`config.mk`:
```
export PLATFORM = sky130hd
export DESIGN_NAME = wdtts_top
export DESIGN_NICKNAME = d
export VERILOG_FILES = /design/src/inc/wdtts_pkg.sv /design/src/rtl/wdtts_irq.sv /design/src/rtl/wdtts_counter.sv /design/src/rtl/wdtts_top.sv
export SDC_FILE = /design/constraint.sdc
export NUM_CORES = 1
export LEC_CHECK = 0
export ABC_AREA = 1
export BUFFER_PORTS_ARGS = -buffer_cell sky130_fd_sc_hd__buf_2
export CORE_AREA = 5 5 121 123
export CTS_BUF_LIST = sky130_fd_sc_hd__clkbuf_8
export DETAILED_ROUTE_END_ITERATION = 16
export DIE_AREA = 0 0 126 128
export PLACE_DENSITY = 0.7
export SYNTH_ARGS = -nofsm -noshare
export SYNTH_HDL_FRONTEND = slang
export SYNTH_HIERARCHICAL = 1
export SYNTH_SLANG_ARGS = --single-unit
export TNS_END_PERCENT = 20
```
`constraint.sdc`:
```
create_clock -name clk_i -period 3.9 [get_ports clk_i]
set_input_delay 0.78 -clock clk_i [delete_from_list [all_inputs] [get_ports clk_i]]
set_output_delay 0.78 -clock clk_i [all_outputs]
set_load 0.02 [all_outputs]
```
`src/inc/wdtts_pkg.sv`:
```
package wdtts_pkg;

  // ----------------------------------------------------------------
  // Register map (word offsets as byte addresses)
  // ----------------------------------------------------------------
  localparam logic [7:0] WDTTS_OFF_LOAD   = 8'h00;
  localparam logic [7:0] WDTTS_OFF_VALUE  = 8'h04;
  localparam logic [7:0] WDTTS_OFF_CTRL   = 8'h08;
  localparam logic [7:0] WDTTS_OFF_STATUS = 8'h0C;
  localparam logic [7:0] WDTTS_OFF_MASK   = 8'h10;
  localparam logic [7:0] WDTTS_OFF_MSTAT  = 8'h14;
  localparam logic [7:0] WDTTS_OFF_LOCK   = 8'h18;

  // ----------------------------------------------------------------
  // Field positions
  // ----------------------------------------------------------------
  localparam int WDTTS_CTRL_EN_BIT    = 0;
  localparam int WDTTS_CTRL_RSTEN_BIT = 1;
  localparam int WDTTS_CTRL_STALL_BIT = 2;
  localparam int WDTTS_ST_TMO_BIT     = 0;
  localparam int WDTTS_ST_RST_BIT     = 1;
  localparam int WDTTS_NUM_EVT        = 2;

  // ----------------------------------------------------------------
  // Reset values and keys
  // ----------------------------------------------------------------
  localparam logic [31:0] WDTTS_LOAD_RST   = 32'hFFFFFFFF;
  localparam logic [31:0] WDTTS_UNLOCK_KEY = 32'h1ACCE551;
  localparam logic [1:0]  WDTTS_MASK_RST   = 2'h0;

  typedef struct packed {
    logic        read;
    logic        write;
    logic [7:0]  address;
    logic [31:0] writedata;
  } wdtts_req_type;

  typedef struct packed {
    logic        waitrequest;
    logic [31:0] readdata;
  } wdtts_rsp_type;

endpackage

```
`src/rtl/wdtts_irq.sv`:
```
`timescale 1ns/1ps
`default_nettype none
module wdtts_irq
  import wdtts_pkg::*;
(
  input  wire logic                     clk_i,
  input  wire logic                     resetn_i,
  input  wire logic [WDTTS_NUM_EVT-1:0] event_i,
  input  wire logic [WDTTS_NUM_EVT-1:0] clear_i,
  input  wire logic                     mask_we_i,
  input  wire logic [WDTTS_NUM_EVT-1:0] mask_d_i,
  output logic      [WDTTS_NUM_EVT-1:0] status_o,
  output logic      [WDTTS_NUM_EVT-1:0] mask_o,
  output logic                          irq_o
);

  // ----------------------------------------------------------------
  // Sticky status, set wins over clear
  // ----------------------------------------------------------------
  genvar g;
  generate
    for (g = 0; g < WDTTS_NUM_EVT; g++)
    begin : g_bit
      always_ff @(posedge clk_i)
      begin
        if (!resetn_i)
          status_o[g] <= 1'b0;
        else if (event_i[g])
          status_o[g] <= 1'b1;
        else if (clear_i[g])
          status_o[g] <= 1'b0;
      end
    end
  endgenerate

  always_ff @(posedge clk_i)
  begin
    if (!resetn_i)
      mask_o <= WDTTS_MASK_RST;
    else if (mask_we_i)
      mask_o <= mask_d_i;
  end

  assign irq_o = |(status_o & mask_o);

endmodule
`default_nettype wire

```
`src/rtl/wdtts_counter.sv`:
```
`timescale 1ns/1ps
`default_nettype none
module wdtts_counter
  import wdtts_pkg::*;
(
  input  wire logic        clk_i,
  input  wire logic        resetn_i,
  input  wire logic        run_i,
  input  wire logic        load_i,
  input  wire logic [31:0] load_value_i,
  output logic      [31:0] count_o,
  output logic             zero_o
);

  // ----------------------------------------------------------------
  // Down counter with reload
  // ----------------------------------------------------------------
  always_ff @(posedge clk_i)
  begin
    if (!resetn_i)
      count_o <= WDTTS_LOAD_RST;
    else if (load_i)
      count_o <= load_value_i;
    else if (run_i && count_o != 32'h00000000)
      count_o <= count_o - 32'h00000001;
  end

  assign zero_o = run_i && (count_o == 32'h00000000);

endmodule
`default_nettype wire

```
`src/rtl/wdtts_top.sv`:
```
// Notes on behaviour
// - On first reaching zero the counter reloads the programmed load value.
// - A load write while running copies the value into the counter at once.
// - A load write of zero raises the timeout interrupt immediately.
// - While locked, writes to enable, load and reset enable are ignored.
// - Writing the unlock key restores write access to the configuration.
// - Reset enable decides whether a second timeout resets the processor.
// - With stall on, the counter holds while the debugger halts the core.
// - With stall off, the counter keeps counting during debug halt.
// - Software can read whether the counter is enabled.
// - Software can read the live counter value at any time.
// - The 32-bit counter counts down and interrupts at its first zero.
// - Enabling the counter also enables the timeout interrupt.
// - A second zero with interrupt pending and reset on asserts reset.
// - Clearing the interrupt reloads the counter and resumes counting.
//
// Added by the designer: the register addresses and the Avalon-MM interface to the registers.
`timescale 1ns/1ps
`default_nettype none
module wdtts_top
  import wdtts_pkg::*;
(
  input  wire logic                  clk_i,
  input  wire logic                  resetn_i,
  input  wire logic                  read_i,
  input  wire logic                  write_i,
  input  wire logic [7:0]            address_i,
  input  wire logic [31:0]           writedata_i,
  input  wire logic [3:0]            byteenable_i,
  output logic      [31:0]           readdata_o,
  output logic                       waitrequest_o,
  output logic      [1:0]            response_o,
  input  wire logic                  debug_halt_i,
  output logic                       irq_o,
  output logic                       sys_reset_o
);
  import wdtts_pkg::*;

  // ----------------------------------------------------------------
  // Bus handshake
  // ----------------------------------------------------------------
  typedef enum logic [1:0] {
    WDTTS_IDLE = 2'b01,
    WDTTS_DONE = 2'b10
  } wdtts_bus_type;

  wdtts_req_type req;
  wdtts_bus_type bus_state;
  wdtts_bus_type next_bus_state;
  logic          acc;
  logic          wr_go;
  logic          rd_go;

  assign req = '{read: read_i, write: write_i, address: address_i,
                 writedata: writedata_i};
  assign acc = req.read | req.write;

  always_comb
  begin
    case (bus_state)
      WDTTS_IDLE: next_bus_state = acc ? WDTTS_DONE : WDTTS_IDLE;
      WDTTS_DONE: next_bus_state = WDTTS_IDLE;
      default:    next_bus_state = WDTTS_IDLE;
    endcase
  end

  always_ff @(posedge clk_i)
  begin
    if (!resetn_i)
      bus_state <= WDTTS_IDLE;
    else
      bus_state <= next_bus_state;
  end

  // One wait cycle, then the access completes
  assign waitrequest_o = acc && (bus_state != WDTTS_DONE);
  assign wr_go = req.write && bus_state == WDTTS_DONE;
  assign rd_go = req.read && bus_state == WDTTS_DONE;

  // ----------------------------------------------------------------
  // Configuration state
  // ----------------------------------------------------------------
  logic        locked;
  logic        enable;
  logic        rst_en;
  logic        stall_en;
  logic [31:0] load_value;
  logic        cfg_we;
  logic        load_we;
  logic        ctrl_we;
  logic        full_word;
  logic [1:0]  status;
  logic [1:0]  mask;
  logic [31:0] count;
  logic        zero;
  logic        run;
  logic        reload;
  logic [31:0] reload_value;
  logic [1:0]  events;
  logic [1:0]  clears;
  logic        tmo_clear;
  logic        second_tmo;

  assign full_word = &byteenable_i;
  assign cfg_we    = wr_go && !locked;
  assign load_we   = cfg_we && req.address == WDTTS_OFF_LOAD && full_word;
  assign ctrl_we   = cfg_we && req.address == WDTTS_OFF_CTRL
                     && byteenable_i[0];

  always_ff @(posedge clk_i)
  begin
    if (!resetn_i)
      locked <= 1'b0;
    else if (wr_go && req.address == WDTTS_OFF_LOCK && full_word)
      locked <= (req.writedata != WDTTS_UNLOCK_KEY);
  end

  always_ff @(posedge clk_i)
  begin
    if (!resetn_i)
      load_value <= WDTTS_LOAD_RST;
    else if (load_we)
      load_value <= req.writedata;
  end

  always_ff @(posedge clk_i)
  begin
    if (!resetn_i)
    begin
      enable   <= 1'b0;
      rst_en   <= 1'b0;
      stall_en <= 1'b0;
    end
    else if (ctrl_we)
    begin
      // Enable can only be set; cleared by reset alone
      enable   <= enable | req.writedata[WDTTS_CTRL_EN_BIT];
      rst_en   <= req.writedata[WDTTS_CTRL_RSTEN_BIT];
      stall_en <= req.writedata[WDTTS_CTRL_STALL_BIT];
    end
  end

  // ----------------------------------------------------------------
  // Counter control
  // ----------------------------------------------------------------
  assign run = enable && !(stall_en && debug_halt_i);
  assign tmo_clear = wr_go && req.address == WDTTS_OFF_STATUS
                     && byteenable_i[0]
                     && req.writedata[WDTTS_ST_TMO_BIT];
  // Reload on zero, and while enabled on load write or on interrupt clear
  assign reload = (zero)
                  || (load_we && enable)
                  || (tmo_clear && enable);
  // A load write reaches the counter in the same cycle
  assign reload_value = load_we ? req.writedata : load_value;

  wdtts_counter u_counter (
    .clk_i        (clk_i),
    .resetn_i     (resetn_i),
    .run_i        (run),
    .load_i       (reload),
    .load_value_i (reload_value),
    .count_o      (count),
    .zero_o       (zero)
  );

  assign second_tmo = zero && status[WDTTS_ST_TMO_BIT];
  assign events[WDTTS_ST_TMO_BIT] = zero
                  || (load_we && req.writedata == 32'h00000000);
  assign events[WDTTS_ST_RST_BIT] = second_tmo && rst_en;
  assign clears[WDTTS_ST_TMO_BIT] = tmo_clear;
  assign clears[WDTTS_ST_RST_BIT] = wr_go
                  && req.address == WDTTS_OFF_STATUS && byteenable_i[0]
                  && req.writedata[WDTTS_ST_RST_BIT];

  logic       irq_any;
  logic [1:0] mask_eff;

  wdtts_irq u_irq (
    .clk_i     (clk_i),
    .resetn_i  (resetn_i),
    .event_i   (events),
    .clear_i   (clears),
    .mask_we_i (cfg_we && req.address == WDTTS_OFF_MASK && byteenable_i[0]),
    .mask_d_i  (req.writedata[1:0]),
    .status_o  (status),
    .mask_o    (mask),
    .irq_o     (irq_any)
  );

  // Enabling the counter forces the timeout interrupt on
  assign mask_eff = {mask[WDTTS_ST_RST_BIT],
                     mask[WDTTS_ST_TMO_BIT] | enable};
  assign irq_o = irq_any || |(status & {1'b0, enable});

  always_ff @(posedge clk_i)
  begin
    if (!resetn_i)
      sys_reset_o <= 1'b0;
    else if (second_tmo && rst_en)
      sys_reset_o <= 1'b1;
    else
      sys_reset_o <= 1'b0;
  end

  // ----------------------------------------------------------------
  // Read data
  // ----------------------------------------------------------------
  logic [31:0] next_rdata;
  logic        next_err;

  always_comb
  begin
    next_rdata = 32'h00000000;
    next_err   = 1'b0;
    case (req.address)
      WDTTS_OFF_LOAD:   next_rdata = load_value;
      WDTTS_OFF_VALUE:  next_rdata = count;
      WDTTS_OFF_CTRL:   next_rdata = {29'h0, stall_en, rst_en,
                                      enable};
      WDTTS_OFF_STATUS: next_rdata = {30'h0, status};
      WDTTS_OFF_MASK:   next_rdata = {30'h0, mask_eff};
      WDTTS_OFF_MSTAT:  next_rdata = {30'h0, status & mask_eff};
      WDTTS_OFF_LOCK:   next_rdata = {31'h0, locked};
      default:          next_err   = 1'b1;
    endcase
  end

  always_ff @(posedge clk_i)
  begin
    if (!resetn_i)
      readdata_o <= 32'h00000000;
    else if (req.read && bus_state == WDTTS_IDLE)
      readdata_o <= next_rdata;
  end

  always_ff @(posedge clk_i)
  begin
    if (!resetn_i)
      response_o <= 2'h0;
    else if (acc && bus_state == WDTTS_IDLE)
      response_o <= next_err ? 2'h2 : 2'h0;
  end
endmodule
`default_nettype wire

```
# == Word level (Yosys, flattened, before mapping) ==
# Cells that the tools add are included.
# Widths: inputs -> output; s select.
# classes
n_addsub,1
n_mul,0
n_div,0
n_lt_le_gt_ge,0
eq_ne,10
shift,0
n_mux,11
bitwise_logic,6
reduce_logical,44
# op_table
operator,count
$pmux 32 s7,1
$mux 32,3
$logic_not 32->1,2
$ne 32x29->1 const B,1
$reduce_bool 32->1,1
$sub 32x1->32 const B,1
$logic_and 1x1->1,26
$eq 8x5->1 const B,3
$eq 8x4->1 const B,2
$eq 8x3->1 const B,1
$logic_not 8->1,1
$reduce_or 7->1,1
$reduce_bool 2->1,3
$mux 1,5
$and 2x2->2,2
$logic_or 1x1->1,4
$mux 2,2
$reduce_and 4->1,1
$reduce_or 2->1,2
$or 1x1->1,3
$and 2x1->2,1
$eq 2x1->1 const B,1
$eq 2x2->1 const B,1
$logic_not 1->1,2
other kinds (2),2
# totals
register_bits,109
latch_bits,0
mem_bits_rw,0
mem_bits_ro,0
in_bits,49
out_inout_bits,37
memories,0

# == Longest topological paths before layout ==
# depth
word_depth,9
ltp_mapped,17
mapped_depth_nobuf,15

# == Cells and area by module ==
# Netlist, hierarchy kept.
# by_module_without_submodules
mod,n_inst,cells_per_inst,area_per_inst_um2
wdtts_top,1,563,3832.4
wdtts_counter,1,453,2577.5
wdtts_irq,1,23,156.4

# == Least setup slack after synthesis ==
# Ideal clock, no wire load.
# synth_path
path_type,input to register
from,input port address_i[7]
to,register u_counter.count_o[27]
setup_ns,0.112
t_arrival_ns,2.657
required_time_ns,3.788
path_slack_ns,1.131
stages,15
path_buffers,4
cell_sequence,nor2_1 -> nand3_1 -> nor2_4 -> nand3_2 -> buf_6 -> buf_6 -> o21ai_0 -> nand2_1 -> nand2_1 -> clkbuf_1 -> inv_1 -> clkbuf_1 -> or2_2 -> nand3_1 -> nand2_1
# synth_between
elab_chain_cells,7
word_cells_on_any_way,14
cone_classes,eq/ne: 1; mux: 2; reduce/logical: 11
# synth_lines
item,line,rtl
"start, declared",wdtts_top.sv:27,"input wire logic [7:0] address_i,"
$eq 8x4->1 or $logic_not 8->1 (tied branches),"wdtts_top.sv:147, wdtts_top.sv:106",
$logic_and 1x1->1 (on tied branches),"wdtts_top.sv:147, wdtts_top.sv:106",
$logic_and 1x1->1 (on tied branches),"wdtts_top.sv:148, wdtts_top.sv:106",
$logic_and 1x1->1 (on tied branches),"wdtts_top.sv:149, wdtts_top.sv:152",
$logic_and 1x1->1 or $logic_or 1x1->1 (tied branches),"wdtts_top.sv:153, wdtts_top.sv:152",
$logic_or 1x1->1 *,wdtts_top.sv:153,|| (tmo_clear && enable);
named net reload,wdtts_top.sv:97,logic reload;
$mux 32 or $reduce_bool 2->1 (tied branches),-,
"end signal, assigned",wdtts_counter.sv:23,count_o <= load_value_i;
"end signal, assigned",wdtts_counter.sv:25,count_o <= count_o - 32'h00000001;
"end, declared",wdtts_counter.sv:11,"output logic [31:0] count_o,"
# The timed path passes the listed nets; every way through them passes the cells marked *.
# A chain may end at the register's enable or synchronous reset.

# == Worst setup path after layout ==
# layout_path
from,register u_counter.count_o[0]
to,register u_counter.count_o[1]
# layout_between
elab_chain_cells,5
word_cells_on_any_way,10
cone_classes,add/sub: 1; mux: 2; reduce/logical: 7
# layout_lines
item,line,rtl
$logic_not 32->1 *,wdtts_counter.sv:28,assign zero_o = run_i && (count_o == 32'h00000000);
$logic_and 1x1->1 *,wdtts_counter.sv:28,
named net zero,wdtts_top.sv:95,logic zero;
$logic_or 1x1->1 *,wdtts_top.sv:152,|| (load_we && enable)
$logic_or 1x1->1 *,wdtts_top.sv:153,
named net reload,wdtts_top.sv:97,
$mux 32 or $reduce_bool 2->1 (tied branches),-,
# The timed path passes the listed nets; every way through them passes the cells marked *. The select of a mux whose other input is x is not followed.

==> results.ini <==
[die]
dieArea_um2=16100
num_io_pins=86
die_w_um=126
die_y_um=128
initial_core_util_pct=48.4
core_area_um2=13600
rows=43

[cells_and_area]
finalNetCount=1147
antenna_cells=0
area_growth_pct=10.8
fillCellCount=1423
drive_gt1_share_pct=19.1

[setup_path]
end_kind=flop
worstPathArrival_ns=3.28
critPathLaunchType=flop
cp_cell_sequence=inv_1 -> ha_1 -> nand2_2 -> nor2_8 -> nand2_1 -> nor3_1 -> nand2_1 -> nor2_1 -> inv_1 -> nand2_1 -> inv_1 -> nand2_4 -> nand2_1 -> nand3_1
cp_max_fo=34
critPathKind=reg -> reg
required_ns=4.15
worst-path-buf-inv=3
cpMostUsedCell=nand2_1
worst_path_max_delay_cell=inv_1
max_stage_delay_ns=0.82
critPathTopFamily=simple AND/OR/NAND/NOR gates

[sta]
slew_viol_final=0
relSlewSlack_pct=24.1
setup_ws_ns=0.866
finalSetupViolations=0
fmax_mhz=330
worst_slew_pin_slew_ns=1.14
rsz0062_at_grt=false
worst_clock_skew_ns=0.0167
min_period_over_period_pct=77.8
hold_viol=0
setup_tns_ns=0
finalCriticalPeriod_ns=3.03

[min_path]
hp-class=reg -> reg

[route]
postRouteAntennaNets=0
firstDrtPassIters=5
drt_iter0_markers=720
route.vias.total=6665
finalWirelength_um=19300
post-route-drc-count=0
viasPerCell=5.20
wire_per_inst_um=15.0

[logic_synthesis]
avgSynthCellArea_um2=6.32
netlist_area_um2=6570
ys_types=34
ys_seq_area_share_pct=32.9
synth.top_cell.area_share_pct=32.9
yosysTopAreaCell=dfxtp_1
synth_fp_nets=1089
netlist_instances=1039
ys_ff_latch=108
synth_area_leaders=dfxtp_1 (33%), nand2_1 (18%), nand3_1 (8.6%)
yosys_warnings=6

[cts]
cts_tree=yes
cts_resized=0
cts_hold_buf=0
cts_root_buf=clkbuf_8
cts_setup_buffers=0
clock_latency_ns=0.40
cts_htree_levels=3
cts_sinks=108
clock_path_buffers=2
clk_pin_slew_ns=0.12
numCtsBuffers=9

[global_route]
grtUsageTotal_pct=24.1
grt_pass1_wl_um=31500
grt-ovfl-total=0
antenna_found_initial=0
grt_pass1_vias=6024
grt_max_degree=66

[placement]
place.detailed.hpwl_um=14100
io_buffers=84
post-place-ws_ns=0.770
place_congestion=0.968

[power]
power_density_nw_per_um2=279
power_leakage_nw=3.62
vdd_drop_max_v=0.000146

[job]
drv_cap=0

[run_status]
status=complete, no violations

[layer usage]
metal	routed length, um	vias up	track usage [%]
li1	-	3387	-
met1	8950	2987	35.4
met2	8160	258	35.5
met3	1620	33	3.79
met4	536	0	9.02
met5	0	-	0
[report_power, final]
group	switching, W	internal [W]
clock network	0.000422	0.000367
logic	0.0000977	0.0000365
registers	0.00000174	0.00111
[registers in the layout, summed over array words and instances (netlist names)]
name               flops
bus_state              2
response_o             1
enable                 1
locked                 1
u_irq/status_o         2
u_counter/count_o     32
load_value            32
readdata_o            32
rst_en                 1
u_irq/mask_o           2
stall_en               1
sys_reset_o            1
[layout make-up]
| cell class | count | area (um2) | area share (%) |
|---|---|---|---|
| flip-flops and latches | 108 | 2160 | 29.7 |
| repair buffers | 94 | 508 | 6.98 |
| inverters | 116 | 435 | 5.99 |
| multi-input cells | 768 | 3720 | 51.2 |
| clock buffers | 9 | 124 | 1.70 |
| clock inverters | 7 | 98.8 | 1.36 |
| well taps | 180 | 225 | 3.10 |
[tightest hold or removal path, stage by stage (launching register included)]
cell	delay, ns
dfxtp_1	0.32
nand2_1	0.06
a21oi_1	0.05
[cells by family (layout without fill, tap and decap cells)]
logic type                 after synthesis  in the layout  share of synthesized area (%)
adders and majority gates                1              1                          0.191
other                                    1              1                         0.0571
AOI/OAI and AO/OA                      107            107                           10.2
buffers and inverters                  163            226                           10.6
DFF                                    108            108                           32.9
and+or+nand+nor                        654            654                           45.4
xor gates and xnor gates                 5              5                          0.667
[cells in the mapped netlist (all sizes together)]
| library cell | count |
|---|---|
| nand2 | 354 |
| nand3 | 121 |
| inv | 115 |
| nor2 | 110 |
| dfxtp | 108 |
| a21oi | 52 |
| o21ai | 52 |
| or2 | 40 |
| clkbuf | 25 |
| buf | 22 |
| nand4 | 14 |
| nor3 | 8 |
| nor4 | 5 |
| xor2 | 3 |
| and3 | 2 |
| o21bai | 2 |
| xnor2 | 2 |
| clkinv | 1 |
| conb | 1 |
| ha | 1 |
| o211ai | 1 |
[placed cells by master (no fill, tap or decap), types with 2 or more instances in the layout]
cell / Yosys / layout
nand4_1: 14 / 14
buf_4: 3 / 9
buf_2: 10 / 84
xor2_1: 3 / 3
xnor2_1: 2 / 2
nor3_1: 8 / 8
nand2_4: 2 / 2
inv_1: 115 / 116
or2_2: 9 / 9
nor2_2: 9 / 11
o21ai_2: 31 / 31
nor4_1: 5 / 5
or2_1: 31 / 31
clkbuf_8: 0 / 9
nand3_1: 113 / 113
a21oi_1: 52 / 52
nor2_4: 4 / 4
nand3_2: 8 / 7
clkinv_4: 0 / 2
o21bai_1: 2 / 2
and3_1: 2 / 2
bufinv_16: 0 / 2
dfxtp_1: 108 / 108
inv_6: 0 / 2
o21ai_0: 19 / 19
nor2_1: 96 / 94
nand2_1: 318 / 318
nand2_2: 34 / 34
[path summary, 6_finish.rpt]
check                         endpoint  depth (start not counted)            startpoint  slack [ns]
hold reg to reg         readdata_o[22]                          2        readdata_o[22]        0.47
setup / recovery  u_counter/count_o[1]                         14  u_counter/count_o[0]        0.87
setup reg to reg  u_counter/count_o[1]                         14  u_counter/count_o[0]        0.87
hold / removal          readdata_o[22]                          2        readdata_o[22]        0.47
[metrics by stage]
| stage | hold WS, ns | std cells | total power [W] | utilization (%) | area, um2 |
|---|---|---|---|---|---|
| final | 0.465 | 1282 | 0.00203 | 53.7 | 7270 |
| after global routing | 0.485 | 1282 | 0.00210 | 53.7 | 7270 |
| after floorplan | 0.444 | 1039 | 0.00121 | - | 6570 |
| after CTS | 0.468 | 1282 | 0.00204 | 53.7 | 7270 |
| after detailed placement | 0.452 | 1266 | 0.00127 | 52.0 | 7050 |
| after global placement | 0.449 | 1266 | 0.00127 | 52.0 | 7050 |
(Power assumes the default switching activity.)
